`config.mk`:
```
export PLATFORM = sky130hd
export DESIGN_NAME = apc_ctrl
export DESIGN_NICKNAME = d
export VERILOG_FILES = /design/src/rtl/apc_pkg.sv /design/src/rtl/apc_sync.sv /design/src/rtl/apc_ctrl.sv
export VERILOG_INCLUDE_DIRS = /design/src /design/src/rtl
export SDC_FILE = /design/constraint.sdc
export NUM_CORES = 1
export LEC_CHECK = 0
export BUFFER_PORTS_ARGS = -buffer_cell sky130_fd_sc_hd__buf_2
export CORE_AREA = 2 2 96 135
export DETAILED_ROUTE_END_ITERATION = 10
export DIE_AREA = 0 0 98 137
export PLACE_DENSITY_LB_ADDON = 0.05
export SLEW_MARGIN = 20
export SYNTH_ARGS = -nofsm -noshare
export SYNTH_HDL_FRONTEND = slang
export SYNTH_SLANG_ARGS = --single-unit
```
`constraint.sdc`:
```
create_clock -name clk -period 2.7 [get_ports clk]
set_input_delay 0.405 -clock clk [delete_from_list [all_inputs] [get_ports clk]]
set_output_delay 0.405 -clock clk [all_outputs]
set_load 0.02 [all_outputs]
```
`src/rtl/apc_defines.svh`:
```
`ifndef APC_DEFINES_SVH
`define APC_DEFINES_SVH

// ----------------------------------------------------------------
// register byte offsets within one converter's 16-byte block
// ----------------------------------------------------------------
`define APC_OFF_CTL0 8'h60
`define APC_OFF_CTL1 8'h61
`define APC_OFF_CTL2 8'h62
`define APC_OFF_CTL3 8'h63
`define APC_OFF_CTL4 8'h64
`define APC_OFF_CTL5 8'h65
`define APC_OFF_STAT 8'h66
`define APC_OFF_TEST 8'h67
`define APC_OFF_PORT 8'h6f
`define APC_BLOCK_BYTES 8'h10
`define APC_BLOCK_MASK 8'hf0

// ----------------------------------------------------------------
// field positions
// ----------------------------------------------------------------
`define APC_CTL2_PWR 7
`define APC_CTL2_AFFC 6
`define APC_CTL2_SWAI 5
`define APC_CTL2_IE 1
`define APC_CTL2_SEQF 0
`define APC_CTL3_FRZ_LO 0
`define APC_CTL3_FRZ_HI 1
`define APC_TEST_RST 0

// ----------------------------------------------------------------
// reset values and timing
// ----------------------------------------------------------------
`define APC_CTL0_RST 8'h00
`define APC_CTL2_RST 8'h00
`define APC_CTL3_RST 8'h00
`define APC_CTL4_RST 8'h00
`define APC_CTL5_RST 8'h00
`define APC_TEST_RST_VAL 8'h00
`define APC_CONV_CYCLES 16'h0028
`define APC_NUM_CH 8

`endif

```
`src/rtl/apc_pkg.sv`:
```
package apc_pkg;
   typedef enum logic [1:0] {
      APC_FRZ_IGNORE,
      APC_FRZ_FINISH,
      APC_FRZ_NOW,
      APC_FRZ_NOW_ALT
   } apc_frz_e;

   typedef enum logic [1:0] {
      APC_ST_IDLE,
      APC_ST_CONV,
      APC_ST_HOLD
   } apc_seq_e;
endpackage

```
`src/rtl/apc_sync.sv`:
```
// two-flop synchroniser for a bus of pins
module apc_sync #(
   parameter int WIDTH = 8
) (
   input wire logic clk,
   input wire logic rst_b,
   input wire logic [WIDTH-1:0] async_in,
   output logic [WIDTH-1:0] sync_out
);
   logic [WIDTH-1:0] meta_q;

   always_ff @(posedge clk or negedge rst_b) begin
      if (!rst_b) begin
         meta_q <= '0;
         sync_out <= '0;
      end else begin
         meta_q <= async_in;
         sync_out <= meta_q;
      end
   end
endmodule // apc_sync

```
`src/rtl/apc_ctrl.sv`:
```
// Contract
// - stop gates clocks, same as power-off
// - wait powers down only when enabled
// - registers unreachable during wait power-down
// - freeze field picks one of three responses
// - frozen state holds until freeze released
// - registers stay accessible while frozen
// - test reset keeps power-up bit
// - module reset ends sequence, clears flags
// - leaving wait resumes without reset
// - freeze never resets; finish leaves idle
// - power-up keeps register contents
// - start-register write restarts and clears flags
// - 8-bit input-only port on analog pins
// - port read leaves conversion untouched
// - each instance owns a 16-byte block
// - offset zero write aborts sequence
// - offset one ignores writes, special-mode reads
// - control two/three writes never abort; here a control two write that clears the power bit aborts
// - sequence flag read-only in control two
// - power bit 0 off, 1 on
// - power bit resets to zero
// - power-down aborts running sequence
`include "apc_defines.svh"

module apc_ctrl #(
   parameter logic [7:0] BASE = 8'h60,
   parameter logic [15:0] CONV_CYCLES = `APC_CONV_CYCLES,
   parameter int SEQ_LEN = `APC_NUM_CH
) (
   // clock and reset
   input wire logic clk,
   input wire logic rst_b,
   // processor mode inputs
   input wire logic stop_req,
   input wire logic wait_req,
   input wire logic debug_freeze_signal,
   input wire logic special_mode,
   // analog pins sampled digitally
   input wire logic [7:0] analog_pin_digital_port,
   // axi4-lite write address
   input wire logic [31:0] s_axi_awaddr,
   input wire logic s_axi_awvalid,
   output logic s_axi_awready,
   // axi4-lite write data
   input wire logic [31:0] s_axi_wdata,
   input wire logic [3:0] s_axi_wstrb,
   input wire logic s_axi_wvalid,
   output logic s_axi_wready,
   // axi4-lite write response
   output logic [1:0] s_axi_bresp,
   output logic s_axi_bvalid,
   input wire logic s_axi_bready,
   // axi4-lite read address
   input wire logic [31:0] s_axi_araddr,
   input wire logic s_axi_arvalid,
   output logic s_axi_arready,
   // axi4-lite read data
   output logic [31:0] s_axi_rdata,
   output logic [1:0] s_axi_rresp,
   output logic s_axi_rvalid,
   input wire logic s_axi_rready,
   // converter status
   output logic powered,
   output logic converting,
   output logic frozen
);
   localparam logic [1:0] RESP_OK = 2'h0;
   localparam logic [1:0] RESP_SLVERR = 2'h2;

   // ----------------------------------------------------------------
   // pin synchronisers
   // ----------------------------------------------------------------
   logic [7:0] port_s;
   logic [3:0] mode_s;

   apc_sync #(.WIDTH(8)) u_port_sync (
      .clk(clk),
      .rst_b(rst_b),
      .async_in(analog_pin_digital_port),
      .sync_out(port_s)
   );

   apc_sync #(.WIDTH(4)) u_mode_sync (
      .clk(clk),
      .rst_b(rst_b),
      .async_in({special_mode, stop_req, wait_req, debug_freeze_signal}),
      .sync_out(mode_s)
   );

   logic special_s, stop_s, wait_s, frz_s;
   assign special_s = mode_s[3];
   assign stop_s = mode_s[2];
   assign wait_s = mode_s[1];
   assign frz_s = mode_s[0];

   // ----------------------------------------------------------------
   // registers
   // ----------------------------------------------------------------
   logic [7:0] ctl0_q, ctl2_q, ctl3_q, ctl4_q, ctl5_q, test_q;
   logic seq_flag_q;
   logic [SEQ_LEN-1:0] ccf_q;
   logic [2:0] conv_idx_q;
   logic [15:0] conv_cnt_q;
   apc_pkg::apc_seq_e seq_q;

   logic mod_rst;
   logic wait_down, power_on;
   apc_pkg::apc_frz_e frz_sel;

   assign mod_rst = test_q[`APC_TEST_RST];
   assign wait_down = wait_s & ctl2_q[`APC_CTL2_SWAI];
   assign power_on = ctl2_q[`APC_CTL2_PWR] & ~stop_s & ~wait_down;
   assign frz_sel = apc_pkg::apc_frz_e'({ctl3_q[`APC_CTL3_FRZ_HI], ctl3_q[`APC_CTL3_FRZ_LO]});

   // ----------------------------------------------------------------
   // axi4-lite slave
   // ----------------------------------------------------------------
   logic aw_q, w_q, ar_q;
   logic [7:0] awaddr_q, araddr_q;
   logic aw_hi_q, ar_hi_q;
   logic [31:0] wdata_q;
   logic [3:0] wstrb_q;
   logic wr_fire, rd_fire;
   logic bus_blocked;

   // no register access in wait power-down
   assign bus_blocked = wait_down;
   assign s_axi_awready = ~aw_q & ~s_axi_bvalid;
   assign s_axi_wready = ~w_q & ~s_axi_bvalid;
   assign s_axi_arready = ~ar_q & ~s_axi_rvalid;
   assign wr_fire = aw_q & w_q & ~s_axi_bvalid;
   assign rd_fire = ar_q & ~s_axi_rvalid;

   always_ff @(posedge clk or negedge rst_b) begin
      if (!rst_b) begin
         aw_q <= 1'b0;
         awaddr_q <= 8'h00;
         aw_hi_q <= 1'b0;
      end else if (s_axi_awvalid && s_axi_awready) begin
         aw_q <= 1'b1;
         awaddr_q <= s_axi_awaddr[7:0];
         aw_hi_q <= |s_axi_awaddr[31:8];
      end else if (wr_fire) begin
         aw_q <= 1'b0;
      end
   end

   always_ff @(posedge clk or negedge rst_b) begin
      if (!rst_b) begin
         w_q <= 1'b0;
         wdata_q <= 32'h00000000;
         wstrb_q <= 4'h0;
      end else if (s_axi_wvalid && s_axi_wready) begin
         w_q <= 1'b1;
         wdata_q <= s_axi_wdata;
         wstrb_q <= s_axi_wstrb;
      end else if (wr_fire) begin
         w_q <= 1'b0;
      end
   end

   always_ff @(posedge clk or negedge rst_b) begin
      if (!rst_b) begin
         ar_q <= 1'b0;
         araddr_q <= 8'h00;
         ar_hi_q <= 1'b0;
      end else if (s_axi_arvalid && s_axi_arready) begin
         ar_q <= 1'b1;
         araddr_q <= s_axi_araddr[7:0];
         ar_hi_q <= |s_axi_araddr[31:8];
      end else if (rd_fire) begin
         ar_q <= 1'b0;
      end
   end

   // word index: each byte offset takes one aligned word (byte addr = 4 * offset)
   logic [7:0] wr_off, rd_off;
   logic wr_in_blk, rd_in_blk;
   assign wr_off = 8'(BASE + {2'b00, awaddr_q[7:2]});
   assign rd_off = 8'(BASE + {2'b00, araddr_q[7:2]});
   // high address bits are kept so far addresses cannot alias into the block
   assign wr_in_blk = !aw_hi_q && (awaddr_q[7:6] == 2'b00);
   assign rd_in_blk = !ar_hi_q && (araddr_q[7:6] == 2'b00);

   logic wr_ok, wr_en;
   logic wr_ctl0, wr_ctl2, wr_ctl3, wr_ctl4, wr_ctl5, wr_test;
   assign wr_ok = wr_in_blk & ~bus_blocked;
   assign wr_en = wr_fire & wr_ok & wstrb_q[0];
   assign wr_ctl0 = wr_en && wr_off == `APC_OFF_CTL0;
   assign wr_ctl2 = wr_en && wr_off == `APC_OFF_CTL2;
   assign wr_ctl3 = wr_en && wr_off == `APC_OFF_CTL3;
   assign wr_ctl4 = wr_en && wr_off == `APC_OFF_CTL4;
   assign wr_ctl5 = wr_en && wr_off == `APC_OFF_CTL5;
   assign wr_test = wr_en && wr_off == `APC_OFF_TEST;

   always_ff @(posedge clk or negedge rst_b) begin
      if (!rst_b) begin
         s_axi_bvalid <= 1'b0;
         s_axi_bresp <= RESP_OK;
      end else if (wr_fire) begin
         s_axi_bvalid <= 1'b1;
         s_axi_bresp <= wr_ok ? RESP_OK : RESP_SLVERR;
      end else if (s_axi_bready) begin
         s_axi_bvalid <= 1'b0;
      end
   end

   logic [7:0] rd_val;
   logic rd_ok;
   always_comb begin
      rd_val = 8'h00;
      rd_ok = rd_in_blk & ~bus_blocked;
      case (rd_off)
         `APC_OFF_CTL0: rd_val = ctl0_q;
         // reserved read in special mode only
         `APC_OFF_CTL1: begin
            rd_val = 8'h00;
            rd_ok = rd_ok & special_s;
         end
         // sequence flag shown, not stored from writes
         `APC_OFF_CTL2: rd_val = {ctl2_q[7:1], seq_flag_q};
         `APC_OFF_CTL3: rd_val = ctl3_q;
         `APC_OFF_CTL4: rd_val = ctl4_q;
         `APC_OFF_CTL5: rd_val = ctl5_q;
         `APC_OFF_STAT: rd_val = ccf_q;
         `APC_OFF_TEST: rd_val = test_q;
         // port read has no side effect
         `APC_OFF_PORT: rd_val = port_s;
         default: rd_val = 8'h00;
      endcase
   end

   always_ff @(posedge clk or negedge rst_b) begin
      if (!rst_b) begin
         s_axi_rvalid <= 1'b0;
         s_axi_rdata <= 32'h00000000;
         s_axi_rresp <= RESP_OK;
      end else if (rd_fire) begin
         s_axi_rvalid <= 1'b1;
         s_axi_rdata <= rd_ok ? {24'h000000, rd_val} : 32'h00000000;
         s_axi_rresp <= rd_ok ? RESP_OK : RESP_SLVERR;
      end else if (s_axi_rready) begin
         s_axi_rvalid <= 1'b0;
      end
   end

   // ----------------------------------------------------------------
   // control registers
   // ----------------------------------------------------------------
   // offset zero is plain storage
   always_ff @(posedge clk or negedge rst_b) begin
      if (!rst_b) begin
         ctl0_q <= `APC_CTL0_RST;
      end else if (mod_rst) begin
         ctl0_q <= `APC_CTL0_RST;
      end else if (wr_ctl0) begin
         ctl0_q <= wdata_q[7:0];
      end
   end

   // power bit clears on system reset
   always_ff @(posedge clk or negedge rst_b) begin
      if (!rst_b) begin
         ctl2_q <= `APC_CTL2_RST;
      end else if (mod_rst) begin
         ctl2_q <= {ctl2_q[`APC_CTL2_PWR], 7'h00};
      end else if (wr_ctl2) begin
         ctl2_q <= {wdata_q[7:1], 1'b0};
      end
   end

   always_ff @(posedge clk or negedge rst_b) begin
      if (!rst_b) begin
         ctl3_q <= `APC_CTL3_RST;
         ctl4_q <= `APC_CTL4_RST;
         ctl5_q <= `APC_CTL5_RST;
      end else if (mod_rst) begin
         ctl3_q <= `APC_CTL3_RST;
         ctl4_q <= `APC_CTL4_RST;
         ctl5_q <= `APC_CTL5_RST;
      end else begin
         if (wr_ctl3) begin
            ctl3_q <= wdata_q[7:0] & 8'h0f;
         end
         if (wr_ctl4) begin
            ctl4_q <= wdata_q[7:0];
         end
         if (wr_ctl5) begin
            ctl5_q <= wdata_q[7:0];
         end
      end
   end

   // test reset bit self-clears on the same edge as the module reset it causes
   always_ff @(posedge clk or negedge rst_b) begin
      if (!rst_b) begin
         test_q <= `APC_TEST_RST_VAL;
      end else if (mod_rst) begin
         test_q <= `APC_TEST_RST_VAL;
      end else if (wr_test) begin
         test_q <= wdata_q[7:0];
      end
   end

   // ----------------------------------------------------------------
   // conversion sequencer
   // ----------------------------------------------------------------
   logic restart, abort, freeze_now, freeze_edge, conv_last, seq_last;
   assign restart = wr_ctl4 | wr_ctl5;
   assign abort = wr_ctl0 | ~power_on;
   assign freeze_now = frz_s &&
      (frz_sel == apc_pkg::APC_FRZ_NOW || frz_sel == apc_pkg::APC_FRZ_NOW_ALT);
   assign freeze_edge = frz_s && frz_sel == apc_pkg::APC_FRZ_FINISH;
   assign conv_last = conv_cnt_q == CONV_CYCLES - 16'h0001;
   assign seq_last = conv_idx_q == 3'(SEQ_LEN - 1);

   always_ff @(posedge clk or negedge rst_b) begin
      if (!rst_b) begin
         seq_q <= apc_pkg::APC_ST_IDLE;
         conv_cnt_q <= 16'h0000;
         conv_idx_q <= 3'h0;
      end else if (mod_rst) begin
         seq_q <= apc_pkg::APC_ST_IDLE;
         conv_cnt_q <= 16'h0000;
         conv_idx_q <= 3'h0;
      end else if (restart && power_on) begin
         seq_q <= apc_pkg::APC_ST_CONV;
         conv_cnt_q <= 16'h0000;
         conv_idx_q <= 3'h0;
      end else if (abort && !wait_down) begin
         seq_q <= apc_pkg::APC_ST_IDLE;
         conv_cnt_q <= 16'h0000;
         conv_idx_q <= 3'h0;
      end else if (wait_down) begin
         seq_q <= seq_q;
      end else begin
         case (seq_q)
            apc_pkg::APC_ST_IDLE: seq_q <= apc_pkg::APC_ST_IDLE;
            apc_pkg::APC_ST_CONV: begin
               if (!freeze_now) begin
                  conv_cnt_q <= conv_last ? 16'h0000 : conv_cnt_q + 16'h0001;
                  if (conv_last) begin
                     conv_idx_q <= seq_last ? 3'h0 : conv_idx_q + 3'h1;
                     if (seq_last || freeze_edge) begin
                        seq_q <= freeze_edge ? apc_pkg::APC_ST_HOLD : apc_pkg::APC_ST_IDLE;
                     end
                  end
               end
            end
            apc_pkg::APC_ST_HOLD: begin
               if (!frz_s) begin
                  seq_q <= apc_pkg::APC_ST_IDLE;
               end
            end
            default: seq_q <= apc_pkg::APC_ST_IDLE;
         endcase
      end
   end

   // ----------------------------------------------------------------
   // completion flags: clear wins over set
   // ----------------------------------------------------------------
   logic conv_done;
   assign conv_done = seq_q == apc_pkg::APC_ST_CONV && conv_last && power_on
      && !wait_down && !freeze_now && !restart && !abort && !mod_rst;

   always_ff @(posedge clk or negedge rst_b) begin
      if (!rst_b) begin
         ccf_q <= '0;
         seq_flag_q <= 1'b0;
      end else begin
         if (mod_rst || restart) begin
            ccf_q <= '0;
            seq_flag_q <= 1'b0;
         end else if (conv_done) begin
            ccf_q[conv_idx_q] <= 1'b1;
            seq_flag_q <= seq_flag_q | seq_last;
         end
      end
   end

   assign powered = power_on;
   assign converting = seq_q == apc_pkg::APC_ST_CONV;
   assign frozen = (seq_q == apc_pkg::APC_ST_HOLD) || (freeze_now && converting);
endmodule // apc_ctrl

```
======== Word level (Yosys, flattened, before mapping) ========
Index checks and enable logic that the tools add are counted.
operators by class
  muxes and demuxes ....................... 57
  equal/unequal tests ..................... 28
  reductions and logical operators ........ 57
  shift operators ......................... 0
  add/subtract/negate cells ............... 4
  bitwise gates (word level) .............. 27
  $mul .................................... 0
  order comparisons ....................... 2
  div/mod/pow operators ................... 0
operator list
  kind                                            count
  == test 8 x 7 -> 1 bit, second input constant   15
  2-to-1 mux 16 bit                               7
  2-to-1 mux 8 bit                                13
  one-hot mux 8 bit (8 select lines)              1
  OR reduction 24 bit                             2
  logical AND 1 bit                               24
  2-to-1 mux 3 bit                                8
  nonzero test 2 bit                              12
  2-to-1 mux 2 bit                                11
  adder 16 x 1 -> 16 bit, second input constant   1
  adder 7 x 6 -> 8 bit, first input constant      2
  == test 16 x 6 -> 1 bit, second input constant  1
  bitwise AND 1 bit                               14
  2-to-1 mux 7 bit                                2
  2-to-1 mux 1 bit                                13
  != test 5 x 1 -> 1 bit, second input constant   2
  NOT 1 bit                                       9
  != test 4 x 2 -> 1 bit, second input constant   2
  bitwise OR 8 bit                                1
  nonzero test 4 bit                              2
  zero test 1 bit                                 7
  == test 2 bit, second input constant            3
  != test 5 x 3 -> 1 bit, second input constant   1
  != test 5 bit, second input constant            1
  14 further kinds                                21
word-level totals
  memory bits (read-only) ................. 0
  input port bits ......................... 119
  output and inout bits ................... 44
  register bits after elaboration ......... 170
  bits in latches ......................... 0
  bits in writable memories ............... 0
  memories kept ........................... 0
  logic and storage cells ................. 206

======== Depth between registers and ports, before layout ========
Gate-level depths: netlist (run 1).
  depth after elaboration ................. 13
  depth in mapped cells ................... 8
  depth with buffers taken out ............ 6

======== Cells and area by module ========
A second synthesis (run 1) with hierarchy kept.
unflattened totals
  cells, all modules ...................... 594
  area total of the unflattened synthesis .. 6406.1 µm²
modules (own cells, without submodules)
  module                  area each (µm²)  times used  cells an instance  seq. area each (µm²)
  apc_ctrl                5805.6           1           570                2777.7
  apc_sync (u_port_sync)  400.4            1           16                 400.4
  apc_sync (u_mode_sync)  200.2            1           8                  200.2

======== Worst setup path before layout (run 1) ========
No wires, ideal clock.
  path kind ............................... register to register
  start point ............................. reg s_axi_bvalid
  end point ............................... reg conv_cnt_q[4]
  setup slack ............................. 0.331 ns
  data arrival time ....................... 2.243 ns
  library setup time ...................... 0.126 ns
  stages on the path, launching flop included .. 8
  path through ............................ dfrtp_1 -> nand3b_1 -> or4_4 -> buf_6 -> o2111a_1 -> buf_2 -> and2_1 -> a221o_1
between the ends
  word-level cells in the longest chain between the ends .. 10
  elaborated cells between the ends (all ways) .. 18
ends and longest elaborated chain
  what                                 line             RTL
  start: declaration                   apc_ctrl.sv:52   output logic s_axi_bvalid,
  start signal: assignment             apc_ctrl.sv:199  s_axi_bvalid <= 1'b0;
  start signal: assignment             apc_ctrl.sv:202  s_axi_bvalid <= 1'b1;
  start signal: assignment             apc_ctrl.sv:205  s_axi_bvalid <= 1'b0;
  NOT 1 bit (*)                        apc_ctrl.sv:132  assign wr_fire = aw_q & w_q & ~s_axi_bvalid;
  bitwise AND 1 bit (*)                apc_ctrl.sv:132
  bitwise AND 1 bit (*) (2 in series)  apc_ctrl.sv:189  assign wr_en = wr_fire & wr_ok & wstrb_q[0];
  logical AND 1 bit (no line)          -
  bitwise OR 1 bit                     apc_ctrl.sv:311  assign abort = wr_ctl0 | ~power_on;
  logical AND 1 bit                    apc_ctrl.sv:331  end else if (abort && !wait_down) begin
  2-to-1 mux 16 bit                    apc_ctrl.sv:331
  2-to-1 mux 16 bit                    apc_ctrl.sv:327  end else if (restart && power_on) begin
  2-to-1 mux 16 bit                    apc_ctrl.sv:323  end else if (mod_rst) begin
  end signal: assignment               apc_ctrl.sv:342  conv_cnt_q <= conv_last ? 16'h0000 : conv_cnt_q + 16'h0001;
  end: declaration                     apc_ctrl.sv:104  logic [15:0] conv_cnt_q;
Every way passes the cells marked *; elsewhere a longest branch is shown, timed or not.
A chain may end at the register's enable or synchronous reset.

======== Worst setup path in the final report (run 1) ========
  start point ............................. reg ctl2_q[5]
  end point ............................... reg conv_cnt_q[4]
between the ends
  word-level cells in the longest chain between the ends .. 11
  elaborated cells between the ends (all ways) .. 22
ends and longest elaborated chain
  what                             line                              RTL
  start: declaration               apc_ctrl.sv:100                   logic [7:0] ctl0_q, ctl2_q, ctl3_q, ctl4_q, ctl5_q, test_q;
  start signal: assignment         apc_ctrl.sv:265                   ctl2_q <= `APC_CTL2_RST;
  start signal: assignment         apc_ctrl.sv:267                   ctl2_q <= {ctl2_q[`APC_CTL2_PWR], 7'h00};
  start signal: assignment         apc_ctrl.sv:269                   ctl2_q <= {wdata_q[7:1], 1'b0};
  bitwise AND 1 bit (*)            apc_ctrl.sv:112                   assign wait_down = wait_s & ctl2_q[`APC_CTL2_SWAI];
  NOT 1 bit                        apc_ctrl.sv:113, apc_ctrl.sv:188
  bitwise AND 1 bit                apc_ctrl.sv:188                   assign wr_ok = wr_in_blk & ~bus_blocked;
  bitwise AND 1 bit (2 in series)  apc_ctrl.sv:189
  logical AND 1 bit (no line)      -
  bitwise OR 1 bit                 apc_ctrl.sv:311
  logical AND 1 bit                apc_ctrl.sv:331
  2-to-1 mux 16 bit                apc_ctrl.sv:331
  2-to-1 mux 16 bit                apc_ctrl.sv:327
  2-to-1 mux 16 bit                apc_ctrl.sv:323
Marks and branches as above.

==> impl_metrics.csv, run 1 <==
group,metric,value,unit
synthesis,synth-seq-cells,135,
synthesis,synth_cell_types,55,
layout,layout-drive-gt1-share,0.260,
route,highest_layer,"met4",
placement,io_buffer_count,105,
setup_path,ff2ff_path_depth,5,
global_routing,grt_use_total,0.231,
sta,tightest_slew,0.581,ns
placement,detailedPlace.worstSlack,0.213,ns
layout,antenna_cells,0,
floorplanning,std_cell_rows,48,
setup_path,crit_required,2.99,ns
floorplanning,fp.dieH,137,um
power,power_per_cell_area,796,mW/mm^2
route,met2RoutedLength,8010,um
synthesis,synth_area_per_cell,10.5,sq um
layout,final_nets,837,
route,dr.pass1.iters,4,
floorplanning,pin_count,163,
sta,finalSetupTns,0,ns
global_routing,antenna_found_initial,0,
sta,min_period,2.47,ns
sta,timing.final.ws_setup,0.232,ns
setup_path,critPathMaxStageDelay,0.61,ns
cts,ctsResizeCount,0,
synthesis,syn-cell-area,0.00633,sq mm
cts,cts_root_buf,"clkbuf_16",
layout,top_register,"conv_cnt_q",
setup_path,endpoint_kind,"flop",
synthesis,ys.flop_type,"dfrtp_1",
setup_path,critPathKind,"flop to flop",
cts,cts-htree-levels,4,
global_routing,grt_pass1_wl,24200,um
status,status,"completed",
synthesis,synth_top_area_frac,0.533,
placement,hpwl,10600,um
route,final_antenna_net_count,0,
setup_path,r2r_start,"ctl2_q[5]",
synthesis,async_flop_share,1.00,
route,vias_per_cell,5.65,
cts,cts_inserted_buffers,17,
setup_path,cp_cell_sequence,"a211o_1, or4_4, o2111a_1, and2_1, a221o_1",
sta,fin_crit_sh,0.914,
sta,rsz0062_at_grt,"no",
setup_path,cpMaxStageDelayCell,"or4_4",
setup_path,critical_path_arrival,2.76,ns
route,wl_per_cell,16.8,um
floorplanning,die_x,98,um
sta,hold_viol,0,
placement,place.gp.congestion,0.815,
synthesis,synth_edf_count,0,
cts,holdBufCountCts,0,
floorplanning,die-area,0.0134,sq mm
cts,clock_path_buffers,2,
flow_run,cap_violations,0,
power,p_leak,3.48,nW
synthesis,ys_top_cells_by_area,"dfrtp_1, mux2i_1, nand2_1",
global_routing,grt_max_degree,49,
synthesis,ys_seq_area_frac,0.533,
route,drc_errors,0,
setup_path,worstPathMaxFanout,9,
layout,largest_reg_flops,16,
sta,fin_skew,0.00943,ns
hold_path,min_path_type,"primary input to asynchronous set/reset pin",
floorplanning,core-area,0.0122,sq mm
floorplanning,start_util,0.519,
cts,post_cts_buffers,0,
setup_path,startpoint,"ctl2_q[5]",
synthesis,yosysTopAreaCell,"dfrtp_1",
synthesis,synth_cells,604,
route,dr_total_vias,4965,
cts,clk_pin_slew,0.06,ns
sta,slew_headroom,0.612,
layout,area_growth,19.9,%
synthesis,yosys_warnings,0,
route,m1WireLength,5770,um
cts,cts_sinks,135,
sta,clock.fmax,405,MHz
sta,setup-violations-final,0,
power,ir_drop,0.000469,V
route,routed_wl,14800,um
cts,cts_tree,"built",
route,drt_iter0_markers,240,
layout,final_common_cell,"dfrtp_1",
global_routing,grt_pass1_vias,4958,
setup_path,startpoint_type,"flop",
sta,hold_slack,0.000768,ns
route,wl_met3,667,um
layout,layout_common_cells,"dfrtp_1, buf_2, nand2_1, nor2_1, a21oi_1",
global_routing,gr-total-overflow,0,
sta,drv_slew,0,
cts,clkLatencyLatePin,0.41,ns
==> final timing paths <==
check / to / slack, ns
max reg2reg: conv_cnt_q[4] / 0.23
min reg2reg: u_mode_sync.sync_out[0] / 0.34
max: conv_cnt_q[4] / 0.23
min: s_axi_rdata[2] / 0.0008
min in group clk: u_port_sync.meta_q[7] / 0.10
max in group asynchronous: s_axi_bvalid / 2.04
==> cell usage after synthesis (2+ instances only) <==
library cell / count
mux2_2: 21
o2111a_1: 2
and2_1: 6
o2bb2ai_1: 3
and4_1: 2
ha_1: 3
nor2_1: 41
o21ai_0: 35
inv_1: 9
a22o_1: 7
nand3b_1: 3
a41oi_1: 2
nand4_1: 7
or3_1: 3
or4_1: 3
o21a_1: 2
a21o_1: 2
nand3_1: 13
nand2b_1: 16
buf_1: 2
mux4_2: 8
buf_4: 26
o211ai_1: 2
a21oi_1: 40
or2_2: 2
o31ai_1: 2
a31oi_1: 15
dfrtp_1: 135
nor2b_1: 7
nor3_1: 5
and3_1: 4
buf_2: 3
clkbuf_1: 24
o41ai_1: 2
nand2_1: 78
nor4_1: 20
nor2_2: 2
mux2i_1: 30
==> metal layers <==
metal,vias up,global-route usage
li1,2347,-
met3,17,0.0541
met5,-,0
met2,153,0.423
met1,2448,0.264
met4,0,0.0841
==> metrics by stage <==
step | total power [mW] | cell area [sq um] | instances | util
after floorplan | 3.30 | 6430 | 629 | -
after detailed placement | 3.71 | 6970 | 846 | 0.572
after CTS | 6.10 | 7590 | 878 | 0.623
after global placement | 3.66 | 6970 | 846 | 0.572
after global routing | 6.32 | 7590 | 878 | 0.623
final | 6.05 | 7590 | 878 | 0.623
==> worst max-delay path, delay by kind of cell, from the launching register on <==
kind | cells | cell delay, ns
AO/OA/AOI/OAI | 3 | 1.07
AND/OR/NAND/NOR | 2 | 0.87
flip-flops | 1 | 0.42
==> cell families (layout without fill, tap and decap cells) <==
| family | after synthesis | count (layout) | synth area share |
|---|---|---|---|
| AND/OR/NAND/NOR | 217 | 217 | 0.168 |
| flip-flops | 135 | 135 | 0.533 |
| AO/OA/AOI/OAI | 124 | 124 | 0.123 |
| buffers and inverters | 65 | 164 | 0.0557 |
| multiplexers | 59 | 59 | 0.113 |
| adder cells (fa/ha/maj) | 3 | 3 | 0.00593 |
| other | 1 | 26 | 0.000592 |
==> where the power goes <==
part	total [mW]	switching (mW)	internal [mW]
clock network	2.38	0.808	1.57
logic	1.03	0.555	0.479
registers	2.63	0.366	2.26
total	6.05	1.73	4.32
==> layout make-up <==
| cell class | instances | area [sq um] |
|---|---|---|
| clock buffers | 25 | 505 |
| clock inverters | 7 | 115 |
| fillers | 1042 | 4600 |
| inverters | 9 | 33.8 |
| multi-input cells | 429 | 2700 |
| flip-flops and latches | 135 | 3380 |
| well taps | 150 | 188 |
| repair buffers | 123 | 676 |
Power figures use the tool's default switching activity.
==> run 2: changes to the inputs <==
--- a/config.mk
+++ b/config.mk
@@ -7,9 +7,10 @@
 export NUM_CORES = 1
 export LEC_CHECK = 0
 export BUFFER_PORTS_ARGS = -buffer_cell sky130_fd_sc_hd__buf_2
-export CORE_AREA = 2 2 96 135
+export CORE_AREA = 2 2 94 132
+export CTS_BUF_LIST = sky130_fd_sc_hd__clkbuf_4 sky130_fd_sc_hd__clkbuf_8 sky130_fd_sc_hd__clkbuf_16
 export DETAILED_ROUTE_END_ITERATION = 10
-export DIE_AREA = 0 0 98 137
+export DIE_AREA = 0 0 96 134
 export PLACE_DENSITY_LB_ADDON = 0.05
 export SLEW_MARGIN = 20
 export SYNTH_ARGS = -nofsm -noshare
==> constraint.sdc (replaced) <==
create_clock -name clk -period 3.09 [get_ports clk]
set_input_delay 0.4635 -clock clk [delete_from_list [all_inputs] [get_ports clk]]
set_output_delay 0.4635 -clock clk [all_outputs]
set_load 0.02 [all_outputs]
==> run 2 against run 1 <==
  * Power decreased by 10%
  * Clock skew about the same
  * Hold slack better by 0.093 ns
  * Highest routed layer unchanged
  * Clock-buffer cell count is 4 lower
  * Cell area hardly changed
  * Die area down 4.2%
  * Via count shrank 0.81%
  * Core utilization up 2.7 points
  * Combinational power decreased by 19%
  * Cell count is 0.91% lower
  * Sequential power shrank 11%
==> impl_metrics.csv, run 2 (synthesized netlist as in run 1, its figures left out) <==
group,metric,value,unit
status,status,"completed",
sta,clock.fmax,400,MHz
floorplanning,pin_count,163,
cts,cts_inserted_buffers,17,
setup_path,ff2ff_path_depth,5,
floorplanning,die_x,96,um
layout,antenna_cells,0,
global_routing,grt_use_total,0.248,
cts,cts_tree,"built",
hold_path,min_path_type,"primary input to asynchronous set/reset pin",
setup_path,reg2reg_slack,0.59,ns
global_routing,grt_pass1_wl,24300,um
layout,largest_reg_flops,16,
sta,hold_viol,0,
cts,holdBufCountCts,0,
cts,cts-htree-levels,4,
cts,clk_pin_slew,0.06,ns
power,ir_drop,0.000379,V
sta,slew_headroom,0.459,
global_routing,gr-total-overflow,0,
setup_path,startpoint_type,"flop",
sta,fin_skew,0.00944,ns
floorplanning,start_util,0.541,
sta,setup-violations-final,0,
cts,cts_root_buf,"clkbuf_16",
setup_path,rr_endpoint,"conv_cnt_q[4]",
cts,ctsResizeCount,0,
setup_path,critical_path_arrival,2.80,ns
sta,finalSetupTns,0,ns
route,dr.pass1.iters,4,
layout,layout_common_cells,"dfrtp_1, buf_2, nand2_1, nor2_1, a21oi_1",
power,power_per_cell_area,715,mW/mm^2
placement,io_buffer_count,105,
route,routed_wl,14900,um
power,p_leak,3.47,nW
cts,clock_path_buffers,2,
setup_path,startpoint,"ctl2_q[5]",
cts,cts_sinks,135,
layout,area_growth,20.0,%
route,dr_total_vias,4925,
setup_path,worstPathMaxFanout,11,
sta,drv_slew,0,
placement,hpwl,10600,um
global_routing,antenna_found_initial,0,
route,wl_per_cell,17.1,um
route,drt_iter0_markers,283,
floorplanning,fp.dieH,134,um
route,final_antenna_net_count,0,
route,vias_per_cell,5.66,
sta,tightest_slew,0.812,ns
sta,fin_crit_sh,0.810,
setup_path,r2r_start,"ctl2_q[5]",
layout,final_nets,832,
placement,place.gp.congestion,0.788,
layout,fill_cells,972,
layout,final_common_cell,"dfrtp_1",
floorplanning,die-area,0.0129,sq mm
setup_path,critPathKind,"flop to flop",
sta,rsz0062_at_grt,"no",
layout,fin_area,0.00760,sq mm
global_routing,grt_max_degree,54,
route,drc_errors,0,
setup_path,endpoint_kind,"flop",
layout,layout-drive-gt1-share,0.259,
flow_run,cap_violations,0,
floorplanning,core-area,0.0117,sq mm
placement,placed_cell_area,0.00693,sq mm
floorplanning,std_cell_rows,47,
setup_path,crit_required,3.39,ns
global_routing,grt_pass1_vias,5027,
cts,clkLatencyLatePin,0.42,ns
layout,top_register,"conv_cnt_q",
sta,min_period,2.50,ns
cts,post_cts_buffers,0,
-- run 2: stage by stage --
step                      hold slack, ns  setup WS, ns  utilization  std cells  total power, mW
after floorplan                    0.168         0.721            -        629             2.88
after detailed placement           0.336         0.577        0.592        838             3.22
after CTS                          0.112         0.569        0.649        870             5.49
final                             0.0935         0.588        0.649        870             5.43
after global placement             0.335         0.606        0.592        838             3.18
after global routing               0.135         0.465        0.649        870             5.70
-- run 2: where the power goes --
part	total (mW)	switching [mW]	internal, mW
logic	0.835	0.424	0.411
clock network	2.25	0.748	1.51
registers	2.34	0.365	1.98
total	5.43	1.54	3.89
-- run 2: how the worst max path moves through the flow --
stage | endpoint | slack (ns) | cells past startpoint
3_3_place_gp | conv_cnt_q[4] | 0.61 | 5
2_1_floorplan | conv_cnt_q[4] | 0.72 | 7
3_5_place_dp | conv_cnt_q[4] | 0.58 | 5
6_report | conv_cnt_q[4] | 0.59 | 5
4_1_cts | conv_cnt_q[4] | 0.57 | 5
5_1_grt | conv_cnt_q[4] | 0.46 | 5
-- run 2: metal layers --
metal / vias to the layer above / global-route usage / part of all wire
met5: - / 0 / 0
met1: 2412 / 0.274 / 0.38
li1: 2334 / - / -
met2: 143 / 0.438 / 0.54
met3: 36 / 0.0517 / 0.043
met4: 0 / 0.127 / 0.038
-- run 2: final cells by class --
| cell class | instances | area, sq um | share of cell area |
|---|---|---|---|
| Timing Repair Buffer | 118 | 638 | 0.0840 |
| Clock inverter | 11 | 195 | 0.0257 |
| Sequential cell | 135 | 3380 | 0.445 |
| Inverter | 9 | 33.8 | 0.00445 |
| Multi-Input combinational cell | 429 | 2700 | 0.355 |
| Tap cell | 147 | 184 | 0.0242 |
| Clock buffer | 21 | 474 | 0.0624 |
-- run 2: worst max-delay path, cell delays in order (launching register included) --
cell      delay, ns
dfrtp_1        0.41
a211o_1        0.38
or4_4          0.61
o2111a_1       0.41
and2_1         0.28
a221o_1        0.30
==> run 3: changes to the inputs <==
--- a/config.mk
+++ b/config.mk
@@ -6,11 +6,12 @@
 export SDC_FILE = /design/constraint.sdc
 export NUM_CORES = 1
 export LEC_CHECK = 0
+export ABC_AREA = 1
 export BUFFER_PORTS_ARGS = -buffer_cell sky130_fd_sc_hd__buf_2
-export CORE_AREA = 2 2 94 132
+export CORE_AREA = 2 2 102 143
 export CTS_BUF_LIST = sky130_fd_sc_hd__clkbuf_4 sky130_fd_sc_hd__clkbuf_8 sky130_fd_sc_hd__clkbuf_16
 export DETAILED_ROUTE_END_ITERATION = 10
-export DIE_AREA = 0 0 96 134
+export DIE_AREA = 0 0 104 145
 export PLACE_DENSITY_LB_ADDON = 0.05
 export SLEW_MARGIN = 20
 export SYNTH_ARGS = -nofsm -noshare
==> constraint.sdc (replaced) <==
create_clock -name clk -period 2.1 [get_ports clk]
set_input_delay 0.315 -clock clk [delete_from_list [all_inputs] [get_ports clk]]
set_output_delay 0.315 -clock clk [all_outputs]
set_load 0.02 [all_outputs]
==> run 3 against run 2 <==
  * Worst setup slack worse by 0.46 ns
  * Cell count is 28% higher
  * Clock-buffer cell count is 1 higher
  * Flip-flop and latch count unchanged
  * Die area increased by 17%
  * First-iteration DRC count shrank 0.71%
  * Non-clock buffer count is 19 higher
  * Critical endpoint is now frozen
==> impl_metrics.csv, run 3 <==
group,metric,value,unit
synthesis,synth_adder_area_share,0.00579,
cts,cts_sinks,135,
layout,layout-drive-gt1-share,0.208,
cts,clock_path_buffers,2,
floorplanning,die-area,0.0151,sq mm
synthesis,async_flop_share,1.00,
global_routing,grt_pass1_wl,26700,um
synthesis,synth_common_cells,"nand2_1, dfrtp_1, o21ai_0, nor2_1, inv_1",
cts,post_cts_buffers,0,
sta,slew_headroom,0.605,
layout,area_growth,24.0,%
synthesis,synth_top_area_frac,0.521,
synthesis,ys_top_cells_by_area,"dfrtp_1, nand2_1, o21ai_0",
sta,fin_skew,0.0100,ns
placement,io_buffer_count,105,
route,wl_per_cell,14.8,um
floorplanning,std_cell_rows,51,
placement,place.gp.congestion,0.872,
setup_path,ff2ff_path_depth,11,
synthesis,synth_cell_types,39,
route,drc_errors,0,
floorplanning,fp.dieH,145,um
sta,fin_crit_sh,0.939,
layout,final_nets,1038,
global_routing,antenna_found_initial,0,
floorplanning,pin_count,163,
route,dr.pass1.iters,4,
sta,finalSetupTns,0,ns
synthesis,synth_simple_gate_area_share,0.271,
layout,layout_common_cells,"nand2_1, dfrtp_1, buf_2, o21ai_0, nor2_1",
cts,cts_inserted_buffers,17,
sta,hold_viol,0,
sta,setup-violations-final,0,
synthesis,synth_mux_area_frac,0.0104,
floorplanning,core-area,0.0138,sq mm
global_routing,gr-total-overflow,0,
cts,clk_pin_slew,0.06,ns
cts,clkLatencyLatePin,0.42,ns
synthesis,synth_xor_area_frac,0.0108,
sta,tightest_slew,0.592,ns
setup_path,critPathKind,"flop to primary output",
setup_path,endpoint_kind,"primary output",
flow_run,cap_violations,0,
power,power_per_cell_area,964,mW/mm^2
hold_path,min_path_cells,1,
global_routing,grt_max_degree,51,
placement,hpwl,12200,um
route,drt_iter0_markers,281,
setup_path,critical_path_arrival,1.66,ns
setup_path,reg2reg_slack,0.16,ns
synthesis,synth-seq-cells,135,
power,ir_drop,0.000559,V
synthesis,synth_edf_count,0,
synthesis,syn-cell-area,0.00648,sq mm
route,routed_wl,16500,um
sta,min_period,1.97,ns
cts,cts_root_buf,"clkbuf_16",
synthesis,synth_area_per_cell,8.33,sq um
synthesis,yosysTopAreaCell,"dfrtp_1",
synthesis,yosys_warnings,0,
synthesis,synth-compound-area-share,0.0960,
setup_path,worstPathMaxFanout,4,
synthesis,yosysMostFrequentCell,"nand2_1",
cts,cts_tree,"built",
route,dr_total_vias,5600,
status,status,"completed",
synthesis,ys_seq_area_frac,0.521,
global_routing,grt_use_total,0.224,
setup_path,crit_required,1.78,ns
layout,final_common_cell,"nand2_1",
synthesis,synth_top_family_by_area,"simple AND/OR/NAND/NOR gates",
placement,detailedPlace.worstSlack,0.149,ns
sta,drv_slew,0,
synthesis,synth_cells,778,
layout,top_register,"conv_cnt_q",
cts,cts-htree-levels,4,
layout,antenna_cells,0,
route,vias_per_cell,5.03,
floorplanning,start_util,0.470,
route,final_antenna_net_count,0,
hold_path,min_path_type,"primary input to flop",
layout,largest_reg_flops,16,
floorplanning,die_x,104,um
global_routing,grt_pass1_vias,5517,
synthesis,ys.flop_type,"dfrtp_1",
sta,clock.fmax,507,MHz
setup_path,startpoint_type,"flop",
power,p_leak,3.90,nW
sta,timing.final.ws_setup,0.128,ns
-- run 3: cell types whose count changed in the layout (fill, tap and decap cells not counted), sizes merged, moves of 8 or more --
cell and change:
nand2 +139, inv +57, o21ai +46, nand3 +41, mux2i -30, nor2 +26, a21oi -20, nand2b -16
mux2 -15, nand4 +15, dlygate4sd3 +12, a31oi -11, mux4 -8, xor2 +8
-- run 3: kinds of logic (layout without fill, tap and decap cells) --
logic type / count (synthesis) / after routing
buffers and inverters: 112 / 238
adders and majority gates: 3 / 3
AOI/OAI and AO/OA: 114 / 114
other: 1 / 26
xor gates and xnor gates: 8 / 8
muxes: 6 / 6
DFF: 135 / 135
and+or+nand+nor: 399 / 399
-- run 3: final cells by class --
class                           count  area, sq um
Tap cell                          185          231
Multi-Input combinational cell    556         2670
Timing Repair Buffer              137          827
Sequential cell                   135         3380
Inverter                           69          268
Fill cell                        1314         5750
Clock inverter                     10          165
Clock buffer                       22          494
-- run 3: power by group --
group          switching [mW]  total (mW)  internal (mW)  leakage, nW
registers               0.198        3.07           2.87         1.76
clock network            1.11        3.26           2.15        0.315
logic                   0.981        1.41          0.432         1.82
-- run 3: metrics by stage --
step / utilization / hold slack [ns] / instance area (sq um) / std cells / total power [mW]
2_1_floorplan: - / 0.0194 / 6570 / 803 / 3.98
3_3_place_gp: 0.524 / 0.281 / 7230 / 1070 / 4.47
3_5_place_dp: 0.524 / 0.285 / 7230 / 1070 / 4.51
4_1_cts: 0.581 / 0.000287 / 8010 / 1114 / 7.81
5_1_grt: 0.583 / 0.00558 / 8040 / 1114 / 8.09
6_report: 0.583 / 0.0275 / 8040 / 1114 / 7.74
-- run 3: critical path, cell delays in order, from the launching register on --
cell and delay, ns:
dfrtp_1 0.39, nor2_1 0.27, inv_1 0.10, o21ai_1 0.25, buf_2 0.22
-- run 3: timing repair --
action / CTS / global route
hold endpoints to repair: 51 / 0
hold buffers: 12 / 0
resized for setup: 0 / 9
setup endpoints to repair: 0 / 35
-- run 3: layer usage --
layer  global-route usage  share of wire
met5                    0              0
met2                0.409           0.54
met3               0.0485          0.029
met4               0.0831          0.021
met1                0.255           0.41
-- run 3: final timing paths --
path	start	endpoint
max reg2reg	conv_cnt_q[0]	conv_cnt_q[10]
max in group asynchronous	rst_b	u_port_sync.meta_q[0]
min	analog_pin_digital_port[6]	u_port_sync.meta_q[6]
min reg2reg	u_mode_sync.meta_q[2]	u_mode_sync.sync_out[2]
max	seq_q[1]	frozen
min in group asynchronous	rst_b	araddr_q[7]
